File: config.mk
export PLATFORM = sky130hd
export DESIGN_NAME = sptc_top
export DESIGN_NICKNAME = d
export VERILOG_FILES = /design/src/sptc_pkg.sv /design/src/sptc_top.sv /design/src/sptc_chan.sv
export SDC_FILE = /design/constraint.sdc
export NUM_CORES = 1
export LEC_CHECK = 0
export ABC_AREA = 1
export BUFFER_PORTS_ARGS = -buffer_cell sky130_fd_sc_hd__buf_2
export CAP_MARGIN = 20
export CORE_MARGIN = 2
export CORE_UTILIZATION = 25
export CTS_CLUSTER_SIZE = 12
export DETAILED_ROUTE_END_ITERATION = 10
export PLACE_DENSITY = 0.37
export SLEW_MARGIN = 20
export SYNTH_ARGS = -nofsm -noshare
export SYNTH_HDL_FRONTEND = slang
export SYNTH_SLANG_ARGS = --single-unit
export TNS_END_PERCENT = 1
File: constraint.sdc
create_clock -name clk_i -period 6.39 [get_ports clk_i]
set_clock_uncertainty 0.2 [all_clocks]
set_input_delay 0.639 -clock clk_i [delete_from_list [all_inputs] [get_ports clk_i]]
set_output_delay 0.639 -clock clk_i [all_outputs]
set_load 0.02 [all_outputs]
File: src/sptc_pkg.sv
// Purpose: Shared constants for the six channel timer control block
// Assumes: 32-bit register port, byte addresses as printed
// Notes: Per-timer bit positions are tables indexed by timer number
package sptc_pkg;
	// ------------------------------------------------------------
	// Register map
	// ------------------------------------------------------------
	localparam logic [31:0] SPTC_OFS_PRESCALE = 32'h01d5_0000;
	localparam logic [31:0] SPTC_OFS_CLKSEL = 32'h01d5_0004;
	localparam logic [31:0] SPTC_OFS_CONTROL = 32'h01d5_0008;
	localparam logic [31:0] SPTC_OFS_CNTBUF0 = 32'h01d5_000c;
	localparam logic [31:0] SPTC_OFS_CMPBUF_DELTA = 32'h0000_0004;
	localparam logic [31:0] SPTC_OFS_OBS_DELTA = 32'h0000_0008;
	localparam logic [31:0] SPTC_TIMER_STRIDE = 32'h0000_000c;
	localparam logic [31:0] SPTC_RESET_VALUE = 32'h0000_0000;
	localparam logic [31:0] SPTC_CONTROL_WR_MASK = 32'h07ff_ff1f;
	localparam logic [31:0] SPTC_CLKSEL_WR_MASK = 32'h0fff_ffff;
	localparam logic [31:0] SPTC_RD_NONE = 32'h0000_0000;

	// ------------------------------------------------------------
	// Field layout
	// ------------------------------------------------------------
	localparam int SPTC_NUM_TIMERS = 6;
	localparam int SPTC_NUM_PWM = 5;
	localparam int SPTC_NUM_GROUPS = 3;
	localparam int SPTC_PRESC_W = 8;
	localparam int SPTC_PRESC_LSB [3] = '{0, 8, 16};
	localparam int SPTC_DZ_LSB = 24;
	localparam int SPTC_DZ_W = 8;
	localparam int SPTC_MUX_W = 4;
	localparam int SPTC_DMA_LSB = 24;
	localparam int SPTC_DMA_W = 4;
	localparam int SPTC_DIV_W = 5;
	localparam int SPTC_DZ_EN_BIT = 4;
	localparam int SPTC_RUN_BIT [6] = '{0, 8, 12, 16, 20, 24};
	localparam int SPTC_UPD_BIT [6] = '{1, 9, 13, 17, 21, 25};
	localparam int SPTC_INV_BIT [5] = '{2, 10, 14, 18, 22};
	localparam int SPTC_AR_BIT [6] = '{3, 11, 15, 19, 23, 26};
	localparam int SPTC_EXT_TIMER = 4;
	localparam int SPTC_EXT2_TIMER = 5;
	localparam int SPTC_DIV32_IDX = 4;
	localparam int SPTC_FIRST_DIV_TIMER_MAX = 3;

	// DMA channel codes: none, then timer n at code n+1
	localparam logic [3:0] SPTC_DMA_NONE = 4'h0;
	localparam logic [3:0] SPTC_DMA_TIMER0 = 4'h1;

	// Upper two bits of a clock select code
	typedef enum logic [1:0] {
		SPTC_MUX_DIV = 2'b00,
		SPTC_MUX_ALT = 2'b01,
		SPTC_MUX_HI0 = 2'b10,
		SPTC_MUX_HI1 = 2'b11
	} sptc_mux_t;
endpackage

File: src/sptc_top.sv
// Purpose: Prescalers, clock selection, control registers, dead zone and DMA select
// Assumes: External clock pins are synchronous to clk_i
// Notes: Read data is registered and valid one cycle after the strobe
//
// The address-and-strobe port was chosen for this implementation.

// Summary of operation
// - Tick rate is clock over prescaler plus one over selected divider
// - Dead zone length field in top byte counts timer 0 ticks
// - Three prescaler bytes serve timer pairs 0-1, 2-3, 4-5
// - DMA field picks none or timers 0 to 5; codes 7 to 15 reserved
// - Clock select codes 0 to 3 give divide by 2, 4, 8, 16
// - Timers 0 to 3 use divide by 32 for codes 01xx
// - Timer 4 uses external timer clock for codes 01xx
// - Timer 5 uses second external clock for codes 01xx
// - Auto-reload bit picks one-shot or interval operation
// - Manual update on timers 0-4 loads counter and compare
// - Manual update on timer 5 loads only its counter
// - Run bit starts and stops each timer
// - Inversion bit inverts timers 0-4 output pins, except pin 1 with dead zone on, which carries the timer 0 complement
// - Control bit 4 enables dead zone insertion on timer 0
// - Configuration and control registers reset to zero
// - Timer chosen for DMA raises no interrupt; others do
// - At zero reload in interval mode, else hold and stop
// - Output goes high on compare match until reload
// - Dead zone keeps output and complement never active together
module sptc_top
	import sptc_pkg::*;
#(
	parameter int ADDR_W = 32,
	parameter int CNT_W = 16
)
(
	input wire logic clk_i,
	input wire logic rst_n_i,
	input wire logic [ADDR_W-1:0] addr_i,
	input wire logic [31:0] wr_data_i,
	input wire logic wr_en_i,
	input wire logic rd_en_i,
	output logic [31:0] rd_data_o,
	input wire logic external_timer_clock_i,
	input wire logic external_clock_input_i,
	input wire logic dma_ack_i,
	output logic dma_req_o,
	output logic [SPTC_NUM_TIMERS-1:0] irq_o,
	output logic [SPTC_NUM_PWM-1:0] pwm_output_pin_o,
	output logic complementary_pwm_output_o
);
	// ------------------------------------------------------------
	// Elaboration checks
	// ------------------------------------------------------------
	generate
		if (ADDR_W != 32 || CNT_W < 2 || CNT_W > 32)
		begin : g_bad_param
			$error("sptc_top: ADDR_W must be 32 and CNT_W within 2 to 32");
		end
	endgenerate

	// ------------------------------------------------------------
	// Registers
	// ------------------------------------------------------------
	logic [31:0] prescale_reg;
	logic [31:0] clksel_reg;
	logic [31:0] ctrl_reg;
	logic [CNT_W-1:0] cnt_buf_reg [SPTC_NUM_TIMERS];
	logic [CNT_W-1:0] cmp_buf_reg [SPTC_NUM_TIMERS];
	logic [CNT_W-1:0] count [SPTC_NUM_TIMERS];
	logic [31:0] rd_next;
	logic [31:0] rd_data_reg;
	logic [SPTC_NUM_TIMERS-1:0] hit_cnt;
	logic [SPTC_NUM_TIMERS-1:0] hit_cmp;
	logic [SPTC_NUM_TIMERS-1:0] hit_obs;

	always_comb
	begin
		for (int n = 0; n < SPTC_NUM_TIMERS; n++)
		begin
			hit_cnt[n] = addr_i == 32'(SPTC_OFS_CNTBUF0 + SPTC_TIMER_STRIDE * n);
			hit_cmp[n] = (n != SPTC_EXT2_TIMER) &&
				(addr_i == 32'(SPTC_OFS_CNTBUF0 + SPTC_TIMER_STRIDE * n + SPTC_OFS_CMPBUF_DELTA));
			hit_obs[n] = addr_i == 32'(SPTC_OFS_CNTBUF0 + SPTC_TIMER_STRIDE * n + SPTC_OFS_OBS_DELTA);
		end
	end

	always_ff @(posedge clk_i or negedge rst_n_i)
	begin
		if (!rst_n_i)
		begin
			prescale_reg <= SPTC_RESET_VALUE;
			clksel_reg <= SPTC_RESET_VALUE;
		end
		else if (wr_en_i)
		begin
			if (addr_i == SPTC_OFS_PRESCALE)
				prescale_reg <= wr_data_i;
			if (addr_i == SPTC_OFS_CLKSEL)
				clksel_reg <= wr_data_i & SPTC_CLKSEL_WR_MASK;
		end
	end

	always_ff @(posedge clk_i or negedge rst_n_i)
	begin
		if (!rst_n_i)
			ctrl_reg <= SPTC_RESET_VALUE;
		else if (wr_en_i && addr_i == SPTC_OFS_CONTROL)
			ctrl_reg <= wr_data_i & SPTC_CONTROL_WR_MASK;
	end

	always_ff @(posedge clk_i or negedge rst_n_i)
	begin
		if (!rst_n_i)
		begin
			for (int n = 0; n < SPTC_NUM_TIMERS; n++)
			begin
				cnt_buf_reg[n] <= '0;
				cmp_buf_reg[n] <= '0;
			end
		end
		else if (wr_en_i)
		begin
			for (int n = 0; n < SPTC_NUM_TIMERS; n++)
			begin
				if (hit_cnt[n])
					cnt_buf_reg[n] <= wr_data_i[CNT_W-1:0];
				if (hit_cmp[n])
					cmp_buf_reg[n] <= wr_data_i[CNT_W-1:0];
			end
		end
	end

	// Unmapped addresses read zero
	always_comb
	begin
		rd_next = SPTC_RD_NONE;
		if (addr_i == SPTC_OFS_PRESCALE)
			rd_next = prescale_reg;
		if (addr_i == SPTC_OFS_CLKSEL)
			rd_next = clksel_reg;
		if (addr_i == SPTC_OFS_CONTROL)
			rd_next = ctrl_reg;
		for (int n = 0; n < SPTC_NUM_TIMERS; n++)
		begin
			if (hit_cnt[n])
				rd_next = 32'(cnt_buf_reg[n]);
			if (hit_cmp[n])
				rd_next = 32'(cmp_buf_reg[n]);
			if (hit_obs[n])
				rd_next = 32'(count[n]);
		end
	end

	// Data holds only in the cycle after the strobe
	always_ff @(posedge clk_i or negedge rst_n_i)
	begin
		if (!rst_n_i)
			rd_data_reg <= SPTC_RD_NONE;
		else if (rd_en_i)
			rd_data_reg <= rd_next;
		else
			rd_data_reg <= SPTC_RD_NONE;
	end
	assign rd_data_o = rd_data_reg;

	// ------------------------------------------------------------
	// Prescalers and dividers
	// ------------------------------------------------------------
	logic [SPTC_PRESC_W-1:0] pre_cnt_reg [SPTC_NUM_GROUPS];
	logic [SPTC_DIV_W-1:0] div_cnt_reg [SPTC_NUM_GROUPS];
	logic [SPTC_NUM_GROUPS-1:0] pre_tick;
	logic [SPTC_DIV_W-1:0] div_tick [SPTC_NUM_GROUPS];
	logic [SPTC_PRESC_W-1:0] presc [SPTC_NUM_GROUPS];

	genvar g, k;
	generate
		for (g = 0; g < SPTC_NUM_GROUPS; g++)
		begin : g_grp
			// One prescaler byte per timer pair
			assign presc[g] = prescale_reg[SPTC_PRESC_LSB[g] +: SPTC_PRESC_W];
			assign pre_tick[g] = pre_cnt_reg[g] == presc[g];

			always_ff @(posedge clk_i or negedge rst_n_i)
			begin
				if (!rst_n_i)
					pre_cnt_reg[g] <= '0;
				else if (pre_tick[g] || pre_cnt_reg[g] > presc[g])
					pre_cnt_reg[g] <= '0;
				else
					pre_cnt_reg[g] <= pre_cnt_reg[g] + 1'b1;
			end

			always_ff @(posedge clk_i or negedge rst_n_i)
			begin
				if (!rst_n_i)
					div_cnt_reg[g] <= '0;
				else if (pre_tick[g])
					div_cnt_reg[g] <= div_cnt_reg[g] + 1'b1;
			end

			// Divide by two to the k plus one
			for (k = 0; k < SPTC_DIV_W; k++)
			begin : g_div
				assign div_tick[g][k] = pre_tick[g] && (&div_cnt_reg[g][k:0]);
			end

		end
	endgenerate

	// ------------------------------------------------------------
	// Per-timer clock selection
	// ------------------------------------------------------------
	logic [1:0] ext_prev_reg;
	logic [1:0] ext_tick;
	logic [SPTC_NUM_TIMERS-1:0] timer_tick;

	// Pins are synchronous, so one flop suffices for the edge
	always_ff @(posedge clk_i or negedge rst_n_i)
	begin
		if (!rst_n_i)
			ext_prev_reg <= 2'h0;
		else
			ext_prev_reg <= {external_clock_input_i, external_timer_clock_i};
	end
	assign ext_tick = {external_clock_input_i, external_timer_clock_i} & ~ext_prev_reg;

	always_comb
	begin
		logic [SPTC_MUX_W-1:0] code;
		code = '0;
		timer_tick = '0;
		for (int n = 0; n < SPTC_NUM_TIMERS; n++)
		begin
			code = clksel_reg[n*SPTC_MUX_W +: SPTC_MUX_W];
			unique case (sptc_mux_t'(code[3:2]))
				// Codes 0 to 3 pick fixed dividers
				SPTC_MUX_DIV: timer_tick[n] = div_tick[n/2][code[1:0]];
				SPTC_MUX_ALT:
				begin
					if (n == SPTC_EXT_TIMER)
						timer_tick[n] = ext_tick[0];
					else if (n == SPTC_EXT2_TIMER)
						timer_tick[n] = ext_tick[1];
					else
						timer_tick[n] = div_tick[n/2][SPTC_DIV32_IDX];
				end
				// Undefined upper codes fall back to the slowest internal rate
				SPTC_MUX_HI0, SPTC_MUX_HI1: timer_tick[n] = div_tick[n/2][SPTC_DIV32_IDX];
			endcase
		end
	end

	// ------------------------------------------------------------
	// Timer channels
	// ------------------------------------------------------------
	logic [SPTC_NUM_TIMERS-1:0] tout_raw;
	logic [SPTC_NUM_TIMERS-1:0] zero;
	logic [SPTC_NUM_TIMERS-1:0] dma_sel;
	logic [SPTC_NUM_TIMERS-1:0] irq_reg;
	logic [SPTC_NUM_PWM-1:0] tout_inv;
	logic dma_req_reg;

	genvar n;
	generate
		for (n = 0; n < SPTC_NUM_TIMERS; n++)
		begin : g_tmr
			sptc_chan #(
				.CNT_W(CNT_W),
				.HAS_CMP(n != SPTC_EXT2_TIMER)
			) u_chan (
				.clk_i(clk_i),
				.rst_n_i(rst_n_i),
				.tick_i(timer_tick[n]),
				.run_i(ctrl_reg[SPTC_RUN_BIT[n]]),
				.auto_reload_i(ctrl_reg[SPTC_AR_BIT[n]]),
				.manual_update_i(ctrl_reg[SPTC_UPD_BIT[n]]),
				.count_buffer_i(cnt_buf_reg[n]),
				.compare_buffer_i(cmp_buf_reg[n]),
				.count_o(count[n]),
				.tout_o(tout_raw[n]),
				.zero_o(zero[n])
			);

			// Code n plus one picks timer n
			assign dma_sel[n] = clksel_reg[SPTC_DMA_LSB +: SPTC_DMA_W] == 4'(SPTC_DMA_TIMER0 + n);

		end
	endgenerate

	always_ff @(posedge clk_i or negedge rst_n_i)
	begin
		if (!rst_n_i)
			irq_reg <= '0;
		else
			irq_reg <= zero & ~dma_sel;
	end
	assign irq_o = irq_reg;

	// Held until acknowledged; a new event wins over the acknowledge
	always_ff @(posedge clk_i or negedge rst_n_i)
	begin
		if (!rst_n_i)
			dma_req_reg <= 1'b0;
		else if (|(zero & dma_sel))
			dma_req_reg <= 1'b1;
		else if (dma_ack_i)
			dma_req_reg <= 1'b0;
	end
	assign dma_req_o = dma_req_reg;

	// ------------------------------------------------------------
	// Inversion and dead zone
	// ------------------------------------------------------------
	logic dz_en;
	logic [SPTC_DZ_W-1:0] dz_len;
	logic [SPTC_DZ_W-1:0] dz_cnt_reg;
	logic [SPTC_DZ_W-1:0] dz_cnt_next;
	logic dz_prev_reg;
	logic dz_out_reg;
	logic dz_comp_reg;
	logic [SPTC_NUM_PWM-1:0] pin_reg;
	logic comp_pin_reg;

	always_comb
	begin
		for (int i = 0; i < SPTC_NUM_PWM; i++)
			tout_inv[i] = tout_raw[i] ^ ctrl_reg[SPTC_INV_BIT[i]];
	end

	assign dz_en = ctrl_reg[SPTC_DZ_EN_BIT];
	// Gap length in timer 0 ticks
	assign dz_len = prescale_reg[SPTC_DZ_LSB +: SPTC_DZ_W];

	always_comb
	begin
		if (tout_inv[0] != dz_prev_reg)
			dz_cnt_next = dz_len;
		else if (dz_cnt_reg != '0 && timer_tick[0])
			dz_cnt_next = dz_cnt_reg - 1'b1;
		else
			dz_cnt_next = dz_cnt_reg;
	end

	always_ff @(posedge clk_i or negedge rst_n_i)
	begin
		if (!rst_n_i)
		begin
			dz_prev_reg <= 1'b0;
			dz_cnt_reg <= '0;
		end
		else
		begin
			dz_prev_reg <= tout_inv[0];
			dz_cnt_reg <= dz_cnt_next;
		end
	end

	// Both held low during the gap
	always_ff @(posedge clk_i or negedge rst_n_i)
	begin
		if (!rst_n_i)
		begin
			dz_out_reg <= 1'b0;
			dz_comp_reg <= 1'b0;
		end
		else
		begin
			dz_out_reg <= tout_inv[0] && dz_cnt_next == '0;
			dz_comp_reg <= !tout_inv[0] && dz_cnt_next == '0;
		end
	end

	// Dead zone routes complement to timer 1 pin
	always_ff @(posedge clk_i or negedge rst_n_i)
	begin
		if (!rst_n_i)
		begin
			pin_reg <= '0;
			comp_pin_reg <= 1'b0;
		end
		else
		begin
			pin_reg <= tout_inv;
			comp_pin_reg <= !tout_inv[0];
			if (dz_en)
			begin
				pin_reg[0] <= dz_out_reg;
				pin_reg[1] <= dz_comp_reg;
				comp_pin_reg <= dz_comp_reg;
			end
		end
	end
	assign pwm_output_pin_o = pin_reg;
	assign complementary_pwm_output_o = comp_pin_reg;
endmodule

File: src/sptc_chan.sv
// Purpose: One down counter with compare and an output set on match
// Assumes: tick_i is a one-cycle pulse at the selected rate
// Notes: Manual update acts as a level while the bit is held
module sptc_chan
	import sptc_pkg::*;
#(
	parameter int CNT_W = 16,
	parameter bit HAS_CMP = 1'b1
)
(
	input wire logic clk_i,
	input wire logic rst_n_i,
	input wire logic tick_i,
	input wire logic run_i,
	input wire logic auto_reload_i,
	input wire logic manual_update_i,
	input wire logic [CNT_W-1:0] count_buffer_i,
	input wire logic [CNT_W-1:0] compare_buffer_i,
	output logic [CNT_W-1:0] count_o,
	output logic tout_o,
	output logic zero_o
);
	logic [CNT_W-1:0] working_counter_reg;
	logic [CNT_W-1:0] working_compare_reg;
	logic [CNT_W-1:0] count_dec;
	logic tout_reg;
	logic zero_reg;
	logic step;
	logic reload;

	assign count_dec = working_counter_reg - 1'b1;
	assign step = run_i && tick_i && !manual_update_i;
	assign reload = step && (working_counter_reg == '0) && auto_reload_i;

	// ------------------------------------------------------------
	// Counter
	// ------------------------------------------------------------
	always_ff @(posedge clk_i or negedge rst_n_i)
	begin
		if (!rst_n_i)
			working_counter_reg <= '0;
		else if (manual_update_i)
			working_counter_reg <= count_buffer_i;
		else if (reload)
			working_counter_reg <= count_buffer_i;
		else if (step && working_counter_reg != '0)
			working_counter_reg <= count_dec;
	end

	// Timer without compare never stores one
	always_ff @(posedge clk_i or negedge rst_n_i)
	begin
		if (!rst_n_i)
			working_compare_reg <= '0;
		else if (HAS_CMP && (manual_update_i || reload))
			working_compare_reg <= compare_buffer_i;
	end

	// ------------------------------------------------------------
	// Output and zero event
	// ------------------------------------------------------------
	always_ff @(posedge clk_i or negedge rst_n_i)
	begin
		if (!rst_n_i)
			tout_reg <= 1'b0;
		else if (manual_update_i || reload)
			tout_reg <= 1'b0;
		else if (step && working_counter_reg != '0 && count_dec == working_compare_reg)
			tout_reg <= 1'b1;
	end

	always_ff @(posedge clk_i or negedge rst_n_i)
	begin
		if (!rst_n_i)
			zero_reg <= 1'b0;
		else
			zero_reg <= step && (working_counter_reg == {{(CNT_W-1){1'b0}}, 1'b1});
	end

	assign count_o = working_counter_reg;
	assign tout_o = HAS_CMP ? tout_reg : 1'b0;
	assign zero_o = zero_reg;
endmodule

==> impl_results.md, run 1 <==
- Status: finished clean
- CP max FO: 40
- EDFF count, synth: 0
- GRT Overall Usage: 0.196
- Die footprint: 116000 um2
- R2r startpoint: prescale_reg[5]
- Post-Syn Instances: 3497
- Site row count: 123
- Io pins: 116
- CTS Buf Count: 72
- Met3 track demand over resource: 0.0363
- Gate power share: 0.026
- Hold Buf Count CTS: 4
- Final core utilization: 0.293
- Clock buffer depth: 3
- Met1 usage: 0.283
- Vias in the first global route: 24000
- Total negative slack: 0 ns
- Detailed placer's ending HPWL: 81.0 mm
- Largest net degree at the start of global routing: 165
- Global-route wire length before repair: 168 mm
- Relative slew slack: 0.220
- Antenna violations before repair: 16
- # H-tree levels: 3
- Flop pwr share: 0.439
- Critical Path Source: prescale_reg[5]
- Max Freq: 232 MHz
- Grt met2 use: 0.299
- Hold Path Class: in -> reg
- Drt wl/cell: 22.1 um
- # fillers: 12200
- PnR Total Power: 7.86 mW
- DRC: 0
- Net Count, Synth: 3624
- Async SR Flop Fraction: 1.00
- Post-synth top flop: dfrtp_1
- Vias per inst: 4.70
- Mean Syn Cell Area: 8.08 um2
- Startpoint Class: flip-flop
- Gr ovfl total: 0
- Post-CTS Resized: 0
- Synth top area share: 0.482
- Most common cell in the netlist: nand2_1
- Post-route minimum period: 4.31 ns
- Distinct cells, synth: 52
- Die width: 340 um
- Data required time of the worst path: 6.68 ns
- Max cap viols: 0
- Number of routed nets with antenna violations: 0
- R2R depth: 17
- RR Endpoint: g_tmr[0].u_chan.count_o[11]
- Cell taking the most area after synthesis: dfrtp_1
- Worst-Margin Slew: 1.17 ns
- Critical Path AT: 4.61 ns
- Initial Util: 0.251
- RSZ-0062 raised after global routing: false
- Core area: 112000 um2
- Setup bufs post-CTS: 0
- CTS sink count: 544
- FF/Latch Area: 13600 um2
- Synth top area cells: dfrtp_1 (48%), nand2_1 (13%), o21ai_0 (6.7%)
- Switch Pwr: 1.86 mW
- CP endpoint kind: flip-flop
- Clock Pin Slew Worst Setup and Hold Paths: 0.06 ns
- Commonest cells in the netlist: nand2_1 (995), dfrtp_1 (544), o21ai_0 (377)
- PortBufs: 115
- Ratio of cells with drive above 1 in the final layout: 0.102
- DRT Wirelength: 114 mm
- Skew-Pair Late Insertion Delay: 0.65 ns
- Root buffer cell: clkbuf_16
- Crit path capture: g_tmr[0].u_chan.count_o[11]
- Layout Nets: 3719
- VDD IR max: 0.169 mV
- R2R Setup Slk: 2.08 ns
- Sw frac: 0.237
- Pleak: 16.0 nW
- Die Ht: 340 um
- CP Class: reg -> reg
- Post-Syn Area: 28200 um2
- Yosys reg bits: 544
- Area Growth Syn to Fin: 16.6%
- Int Pwr: 6.00 mW
- GR peak layer: met2
- Register area share after synthesis: 0.482
- RD Place Congestion: 0.819
- Slew Viols, Final: 0
- CTS tree: built
- Clock network power share: 0.535
- Syn. warnings: 0
- Drt initial violations: 2100
- PD cells: 239 nW/um2
- Fin crit share: 0.675
- Area occupied by multi-input gates: 12600 um2
- Via count: 24200
- Fin. Hold Viols: 0
- Finish-stage setup viols: 0
- DRT Pass-1 Iters: 6
## kinds of logic after synthesis
| family | count (synthesis) | share of synthesized area |
|---|---|---|
| XOR/XNOR | 154 | 0.0478 |
| AND/OR/NAND/NOR | 1517 | 0.226 |
| flip-flops | 544 | 0.482 |
| buffers and inverters | 513 | 0.0714 |
| AO/OA/AOI/OAI | 709 | 0.146 |
| adder cells (fa/ha/maj) | 56 | 0.0248 |
| multiplexers | 4 | 0.00159 |
## power groups by stage
stage	logic, mW	clock network, mW	registers, mW
2_1_floorplan	0.0338	0	3.51
3_3_place_gp	0.217	0	3.51
3_5_place_dp	0.216	0	3.51
4_1_cts	0.218	4.32	3.45
5_1_grt	0.231	4.46	3.44
6_report	0.207	4.21	3.45
## area by class of cell
class                      count  area share
multi-input combinational   2440       0.384
tap                         1500      0.0570
sequential                   544       0.413
clock buffer                 107      0.0636
antenna                        4    0.000304
inverter                     373      0.0425
clock inverter                23     0.00976
timing repair buffer         161      0.0299
## cell usage in the layout, fill, tap and decap left out, types with 7 or more instances in the layout
cell type	count
clkinv_2	10
nor2_4	7
inv_1	343
xnor2_1	17
nand4_1	40
o221ai_1	72
nor4_1	13
dfrtp_1	544
or2_2	12
clkbuf_16	73
a221oi_1	23
nor2_2	20
buf_4	38
nand2_1	990
ha_1	56
xor2_1	137
a21oi_1	129
o211ai_1	31
nand3b_1	8
clkbuf_8	14
nor2_1	231
inv_2	25
o22ai_1	13
a211oi_1	17
nand2_2	16
nand3_1	90
o21ai_1	14
clkbuf_1	20
a22oi_1	11
nor3b_1	8
o21ai_0	377
nor3_1	56
buf_2	114
a31oi_1	7
nor3_2	8
## layer usage
layer  part of all wire  up-vias
li1                   -    11700
met1               0.47    11700
met2               0.44      680
met3              0.064      124
met4              0.022        4
met5            0.00020        -
## critical path, stage by stage, from the launching register on
cell      delay [ns]
dfrtp_1         0.45
inv_1           0.07
ha_1            0.29
nand2_1         0.06
nor2_1          0.11
and2_1          0.34
nand2_1         0.17
o21ai_0         0.25
nand4_1         0.24
inv_1           0.13
nand3_1         0.07
nand2_1         0.07
buf_4           0.37
inv_1           0.35
nand2_1         0.55
inv_1           0.22
nand2_1         0.10
o211ai_1        0.08
## worst min path at each step
stage                     start  depth (start not counted)               end  slack (ns)
2_1_floorplan           rst_n_i                          0     clksel_reg[0]        0.14
3_3_place_gp   prescale_reg[22]                          2  prescale_reg[22]        0.27
3_5_place_dp   prescale_reg[14]                          2  prescale_reg[14]        0.27
4_1_cts           wr_data_i[31]                          2  prescale_reg[31]       0.004
5_1_grt           wr_data_i[31]                          2  prescale_reg[31]        0.03
6_report          wr_data_i[31]                          2  prescale_reg[31]        0.05
## metrics by stage
stage               cell area, um2  cells  hold WS, ns  setup WS [ns]
floorplan                    28200   3497        0.143           3.77
global placement             30400   5013        0.265           1.88
detailed placement           30400   5013        0.273           1.84
CTS                          32900   5147      0.00418           2.00
global route                 32900   5149       0.0288           1.53
finish                       32900   5152       0.0465           2.08
No activity file was read; power rests on OpenSTA's default activity.
==> inputs of run 2 (changes only) <==
--- a/config.mk
+++ b/config.mk
@@ -12,7 +12,7 @@
 export CORE_UTILIZATION = 25
 export CTS_CLUSTER_SIZE = 12
 export DETAILED_ROUTE_END_ITERATION = 10
-export PLACE_DENSITY = 0.37
+export PLACE_DENSITY = 0.38
 export SLEW_MARGIN = 20
 export SYNTH_ARGS = -nofsm -noshare
 export SYNTH_HDL_FRONTEND = slang
==> constraint.sdc (replaced) <==
create_clock -name clk_i -period 3.8 [get_ports clk_i]
set_clock_uncertainty 0.2 [all_clocks]
set_input_delay 0.38 -clock clk_i [delete_from_list [all_inputs] [get_ports clk_i]]
set_output_delay 0.38 -clock clk_i [all_outputs]
set_load 0.02 [all_outputs]
==> run 2 against run 1 <==
Against the previous run: core utilization increased by 0.45 points; sequential share of layout area decreased by 0.62 points; sequential power increased by 68%; setup slack got worse by 1.8 ns; clock power increased by 57%; critical endpoint is now g_tmr[1].u_chan.count_o[2]; largest cell class unchanged; largest power group unchanged.
==> impl_results.md, run 2 (same netlist as run 1, synthesis figures left out) <==
- Status: finished clean
- Hold Path Class: in -> async
- CP Class: reg -> reg
- Gr ovfl total: 0
- VDD IR max: 0.314 mV
- DRT Wirelength: 113 mm
- R2R Setup Slk: 0.31 ns
- Post-CTS Resized: 0
- CTS Buf Count: 69
- Site row count: 123
- Largest net degree at the start of global routing: 84
- Fin. Hold Viols: 0
- # fillers: 12300
- GRT Overall Usage: 0.195
- Drt wl/cell: 21.6 um
- CP delay by family, top: simple AND/OR/NAND/NOR gates
- Global-route wire length before repair: 168 mm
- CTS sink count: 544
- Max cap viols: 0
- Clock Pin Slew Worst Setup and Hold Paths: 0.06 ns
- Area Growth Syn to Fin: 18.4%
- Finish-stage setup viols: 0
- PortBufs: 115
- R2R depth: 17
- CP Cell Sequence: inv_1, ha_1, nand2_1, nor2_1, and2_1, nand2_1, inv_1, nand2_1, o211ai_1, o31ai_1, nand3_1, nand4_1, nor2_2, nor2_2, inv_1, buf_12, o221ai_1
- Final core utilization: 0.298
- Ratio of cells with drive above 1 in the final layout: 0.114
- Total negative slack: 0 ns
- R2r startpoint: prescale_reg[7]
- Post-route minimum period: 3.49 ns
- Most common cell after layout, fill and taps aside: nand2_1
- Critical Path AT: 3.77 ns
- Placed cell count: 5083
- Max incr delay on CP: 0.37 ns
- Core area: 112000 um2
- Max Used Layer: met4
- Worst Path Buf+Inv: 4
- WL met1: 54.2 mm
- RD Place Congestion: 0.869
- Vias in the first global route: 24300
- Via count: 24300
- Io pins: 116
- Initial Util: 0.251
- Die footprint: 116000 um2
- DRC: 0
- Worst-Margin Slew: 1.04 ns
- CP max FO: 10
- Fin crit share: 0.917
- Met3 Routed Length: 5.84 mm
- RR Endpoint: g_tmr[1].u_chan.count_o[2]
- RSZ-0062 raised after global routing: false
- Drt initial violations: 1951
- DRT Pass-1 Iters: 7
- Number of routed nets with antenna violations: 0
- Relative slew slack: 0.309
- Slew Viols, Final: 0
- CTS tree: built
- PnR Total Power: 12.8 mW
- Met2 wire length: 51.1 mm
- # H-tree levels: 3
- PD cells: 382 nW/um2
- Layout Nets: 3802
- Root buffer cell: clkbuf_16
- Clock buffer depth: 3
- Skew-Pair Late Insertion Delay: 0.62 ns
- Pleak: 16.3 nW
- Pre-CTS setup slack: 0.138 ns
- Vias per inst: 4.66
- Die width: 340 um
- Final Non-Filler Cells: 5222
- Startpoint Class: flip-flop
- CP endpoint kind: flip-flop
- Antenna violations before repair: 8
- Slowest CP cell: nor2_2
- Setup bufs post-CTS: 0
- Commonest non-fill, non-tap cells in the layout: nand2_1 (994), dfrtp_1 (544), o21ai_0 (377)
- Max Freq: 287 MHz
- Data required time of the worst path: 4.08 ns
- Final setup margin: 0.314 ns
- Die Ht: 340 um
- Detailed placer's ending HPWL: 82.5 mm
==> run 2: changes by cell type in the layout (fill, tap and decap cells not counted), sizes merged <==
cell,previous run,this run
buf,157,226
clkinv,20,15
clkbuf,107,95
diode,4,1
bufinv,6,4
inv,370,375
dlygate4sd3,4,21
clkinvlp,0,1
==> run 2: routing by layer <==
layer  up-vias  track usage
met3        95       0.0282
met2       591        0.309
met1     11800        0.281
li1      11900            -
met4         0       0.0408
met5         -            0
==> run 2: per-stage QoR <==
step | hold WS (ns) | area (um2)
after floorplan | -0.116 | 28200
after global placement | 0.266 | 31000
after detailed placement | 0.272 | 31000
after CTS | 0.0918 | 33400
after global routing | 0.135 | 33400
final | 0.131 | 33400
==> run 2: cell type report <==
class | instances | area [um2] | share of cell area
Sequential cell | 544 | 13600 | 0.407
Multi-Input combinational cell | 2440 | 12600 | 0.377
Clock buffer | 95 | 1960 | 0.0587
Tap cell | 1500 | 1880 | 0.0561
Timing Repair Buffer | 247 | 1730 | 0.0517
Inverter | 373 | 1400 | 0.0419
Clock inverter | 22 | 239 | 0.00715
Antenna cell | 1 | 2.50 | 0.0000748
==> run 2: worst max-delay path by stage <==
stage                           from                         end  slack [ns]  cells past startpoint
CTS                 prescale_reg[23]  g_tmr[4].u_chan.count_o[0]        0.29                     18
finish               prescale_reg[7]  g_tmr[1].u_chan.count_o[2]        0.31                     17
global route         prescale_reg[7]  g_tmr[1].u_chan.count_o[1]      0.0009                     15
floorplan             pre_cnt_reg[6]  g_tmr[5].u_chan.count_o[0]        1.20                     18
detailed placement         addr_i[5]               rd_data_o[10]        0.14                     18
global placement           addr_i[5]               rd_data_o[10]        0.07                     18
==> run 2: repair_timing <==
item	CTS	global route
hold endpoints to repair	112	0
hold buffers	21	0
setup endpoints to repair	0	0
==> run 2: where the power goes <==
| part | internal, mW | leakage (nW) | switching [mW] | total (mW) |
|---|---|---|---|---|
| clock | 3.88 | 1.09 | 2.72 | 6.60 |
| sequential | 5.80 | 7.53 | 0.000334 | 5.80 |
| combinational | 0.0852 | 7.66 | 0.306 | 0.391 |
==> inputs of run 3 (changes only) <==
==> constraint.sdc (replaced) <==
create_clock -name clk_i -period 2.9 [get_ports clk_i]
set_clock_uncertainty 0.2 [all_clocks]
set_input_delay 0.145 -clock clk_i [delete_from_list [all_inputs] [get_ports clk_i]]
set_output_delay 0.145 -clock clk_i [all_outputs]
set_load 0.02 [all_outputs]
==> run 3 against run 2 <==
Against the previous run: sequential share of layout area is 4.3 points lower; critical endpoint is now g_tmr[1].u_chan.count_o[11]; cell count up 6.3%; routed wire length increased by 0.66%; non-clock buffer count increased by 321; register-to-register slack got worse by 0.32 ns; largest cell class unchanged; the run now ends with negative setup slack left; hold slack worse by 0.080 ns; setup slack worse by 0.32 ns.
==> impl_results.md, run 3 (same netlist as run 1, synthesis figures left out) <==
- Hold slack: 0.0514 ns
- Max cap viols: 0
- Clock buffer depth: 3
- CTS sink count: 544
- Max Freq: 344 MHz
- CP endpoint kind: flip-flop
- R2r startpoint: pre_cnt_reg[23]
- Slew Viols, Final: 0
- CP Class: reg -> reg
- Clock network power share: 0.538
- Initial Util: 0.251
- Pre-CTS setup slack: -0.283 ns
- Area Growth Syn to Fin: 32.4%
- Final setup margin: -0.00495 ns
- Most common cell after layout, fill and taps aside: nand2_1
- Global-route wire length before repair: 169 mm
- Fin. Hold Viols: 0
- Layout Nets: 4126
- Ratio of cells with drive above 1 in the final layout: 0.219
- DRT Wirelength: 114 mm
- Skew-Pair Late Insertion Delay: 0.64 ns
- Pleak: 18.2 nW
- Largest net degree at the start of global routing: 78
- PD cells: 471 nW/um2
- Final Non-Filler Cells: 5550
- Commonest non-fill, non-tap cells in the layout: nand2_1 (958), dfrtp_1 (543), buf_4 (359)
- RR Endpoint: g_tmr[1].u_chan.count_o[11]
- Startpoint Class: flip-flop
- Placed cell count: 5351
- Post-route minimum period: 2.90 ns
- Drt wl/cell: 20.5 um
- Site row count: 123
- CP max FO: 6
- Clock Pin Slew Worst Setup and Hold Paths: 0.06 ns
- CTS Buf Count: 71
- Vias per inst: 4.58
- R2R depth: 16
- PortBufs: 115
- Total negative slack: -0.00495 ns
- Worst Path Buf+Inv: 3
- VDD IR max: 0.384 mV
- Via count: 25400
- RD Place Congestion: 0.838
- Failing checks: negative setup slack
- Int Pwr: 13.6 mW
- Vias in the first global route: 25300
- Core area: 112000 um2
- Fin crit share: 1.00
- CP delay by family, top: simple AND/OR/NAND/NOR gates
- Data required time of the worst path: 3.18 ns
- RSZ-0062 raised after global routing: true
- Io pins: 116
- Root buffer cell: clkbuf_16
- CTS tree: built
- R2R Setup Slk: -0.005 ns
- Max incr delay on CP: 0.42 ns
- Finish-stage setup viols: 1
- Worst-Margin Slew: 0.742 ns
- # H-tree levels: 3
- Antenna violations before repair: 8
- Status: finished with violations
- Sw frac: 0.228
- Gate power share: 0.031
- Die Ht: 340 um
- Die width: 340 um
- Switch Pwr: 4.01 mW
- Die footprint: 116000 um2
- Drt initial violations: 1940
- DRC: 0
- DRT Pass-1 Iters: 5
- Gr ovfl total: 0
- Relative slew slack: 0.505
- Number of routed nets with antenna violations: 0
- Slowest CP cell: dfrtp_1
- Flop pwr share: 0.431
- Critical Path AT: 3.18 ns
- CP Cell Sequence: ha_4, nand2_4, nor2_4, and2_4, nand2_2, inv_2, nand2_1, o211ai_1, o31ai_1, nand3_1, nand4_1, nor2_4, nor2_2, inv_2, buf_4, o221ai_1
- Detailed placer's ending HPWL: 83.0 mm
- Hold Path Class: in -> async
- GRT Overall Usage: 0.195
[run 3: cell types whose count changed in the layout (fill, tap and decap cells not counted), moves of 26 or more]
cell,before,now
buf_4,103,359
nand2_1,994,958
buf_12,8,35
nand2_2,13,39
[run 3: layer usage]
layer	track usage	up-vias	wire length (um)
met4	0.0569	4	2910
li1	-	12500	-
met5	0	-	18
met3	0.0290	149	5290
met2	0.309	581	51500
met1	0.275	12200	53900
[run 3: layout make-up]
class                   count  area (um2)
diodes                      1        2.50
clock buffers              94        1980
inverters                 373        1420
clock inverters            29         477
repair inverters            1        7.51
well taps                1500        1880
fillers                 12000       75000
repair buffers            568        4600
flip-flops and latches    544       13600
multi-input cells        2440       13400
[run 3: power groups by stage]
stage / registers [mW] / logic, mW / clock network, mW
6_report: 7.60 / 0.549 / 9.48
5_1_grt: 7.59 / 0.604 / 10.1
4_1_cts: 7.59 / 0.573 / 9.77
3_5_place_dp: 7.73 / 0.521 / 0
3_3_place_gp: 7.73 / 0.523 / 0
2_1_floorplan: 7.73 / 0.0745 / 0
[run 3: worst max path at each step]
stage                         start                          end  cells after the start
finish              pre_cnt_reg[23]  g_tmr[1].u_chan.count_o[11]                     16
global route        pre_cnt_reg[23]                  dz_comp_reg                     17
CTS                 pre_cnt_reg[20]                  dz_comp_reg                     16
detailed placement        addr_i[0]                 rd_data_o[8]                     21
global placement    pre_cnt_reg[23]                  dz_comp_reg                     13
floorplan            pre_cnt_reg[6]   g_tmr[5].u_chan.count_o[0]                     18
[run 3: per-stage QoR]
| step | cell area [um2] | power [mW] | utilization |
|---|---|---|---|
| 6_report | 37400 | 17.6 | 0.333 |
| 5_1_grt | 37400 | 18.3 | 0.333 |
| 4_1_cts | 36400 | 17.9 | 0.324 |
| 3_5_place_dp | 33300 | 8.25 | 0.297 |
| 2_1_floorplan | 28200 | 7.81 | - |
| 3_3_place_gp | 33300 | 8.25 | 0.297 |
[run 3: timing repair]
action | CTS | global route
hold buffers | 42 | 0
pin swaps | 22 | 46
endpoints found under the hold margin | 836 | 0
resized for setup | 49 | 185
buffers inserted | 5 | 27
gates cloned | 1 | 0
setup endpoints to repair | 162 | 182
[run 3: tightest hold or removal path, delay by kind of cell]
| kind | cells | cell delay, ns |
|---|---|---|
| buffers and inverters | 3 | 1.08 |
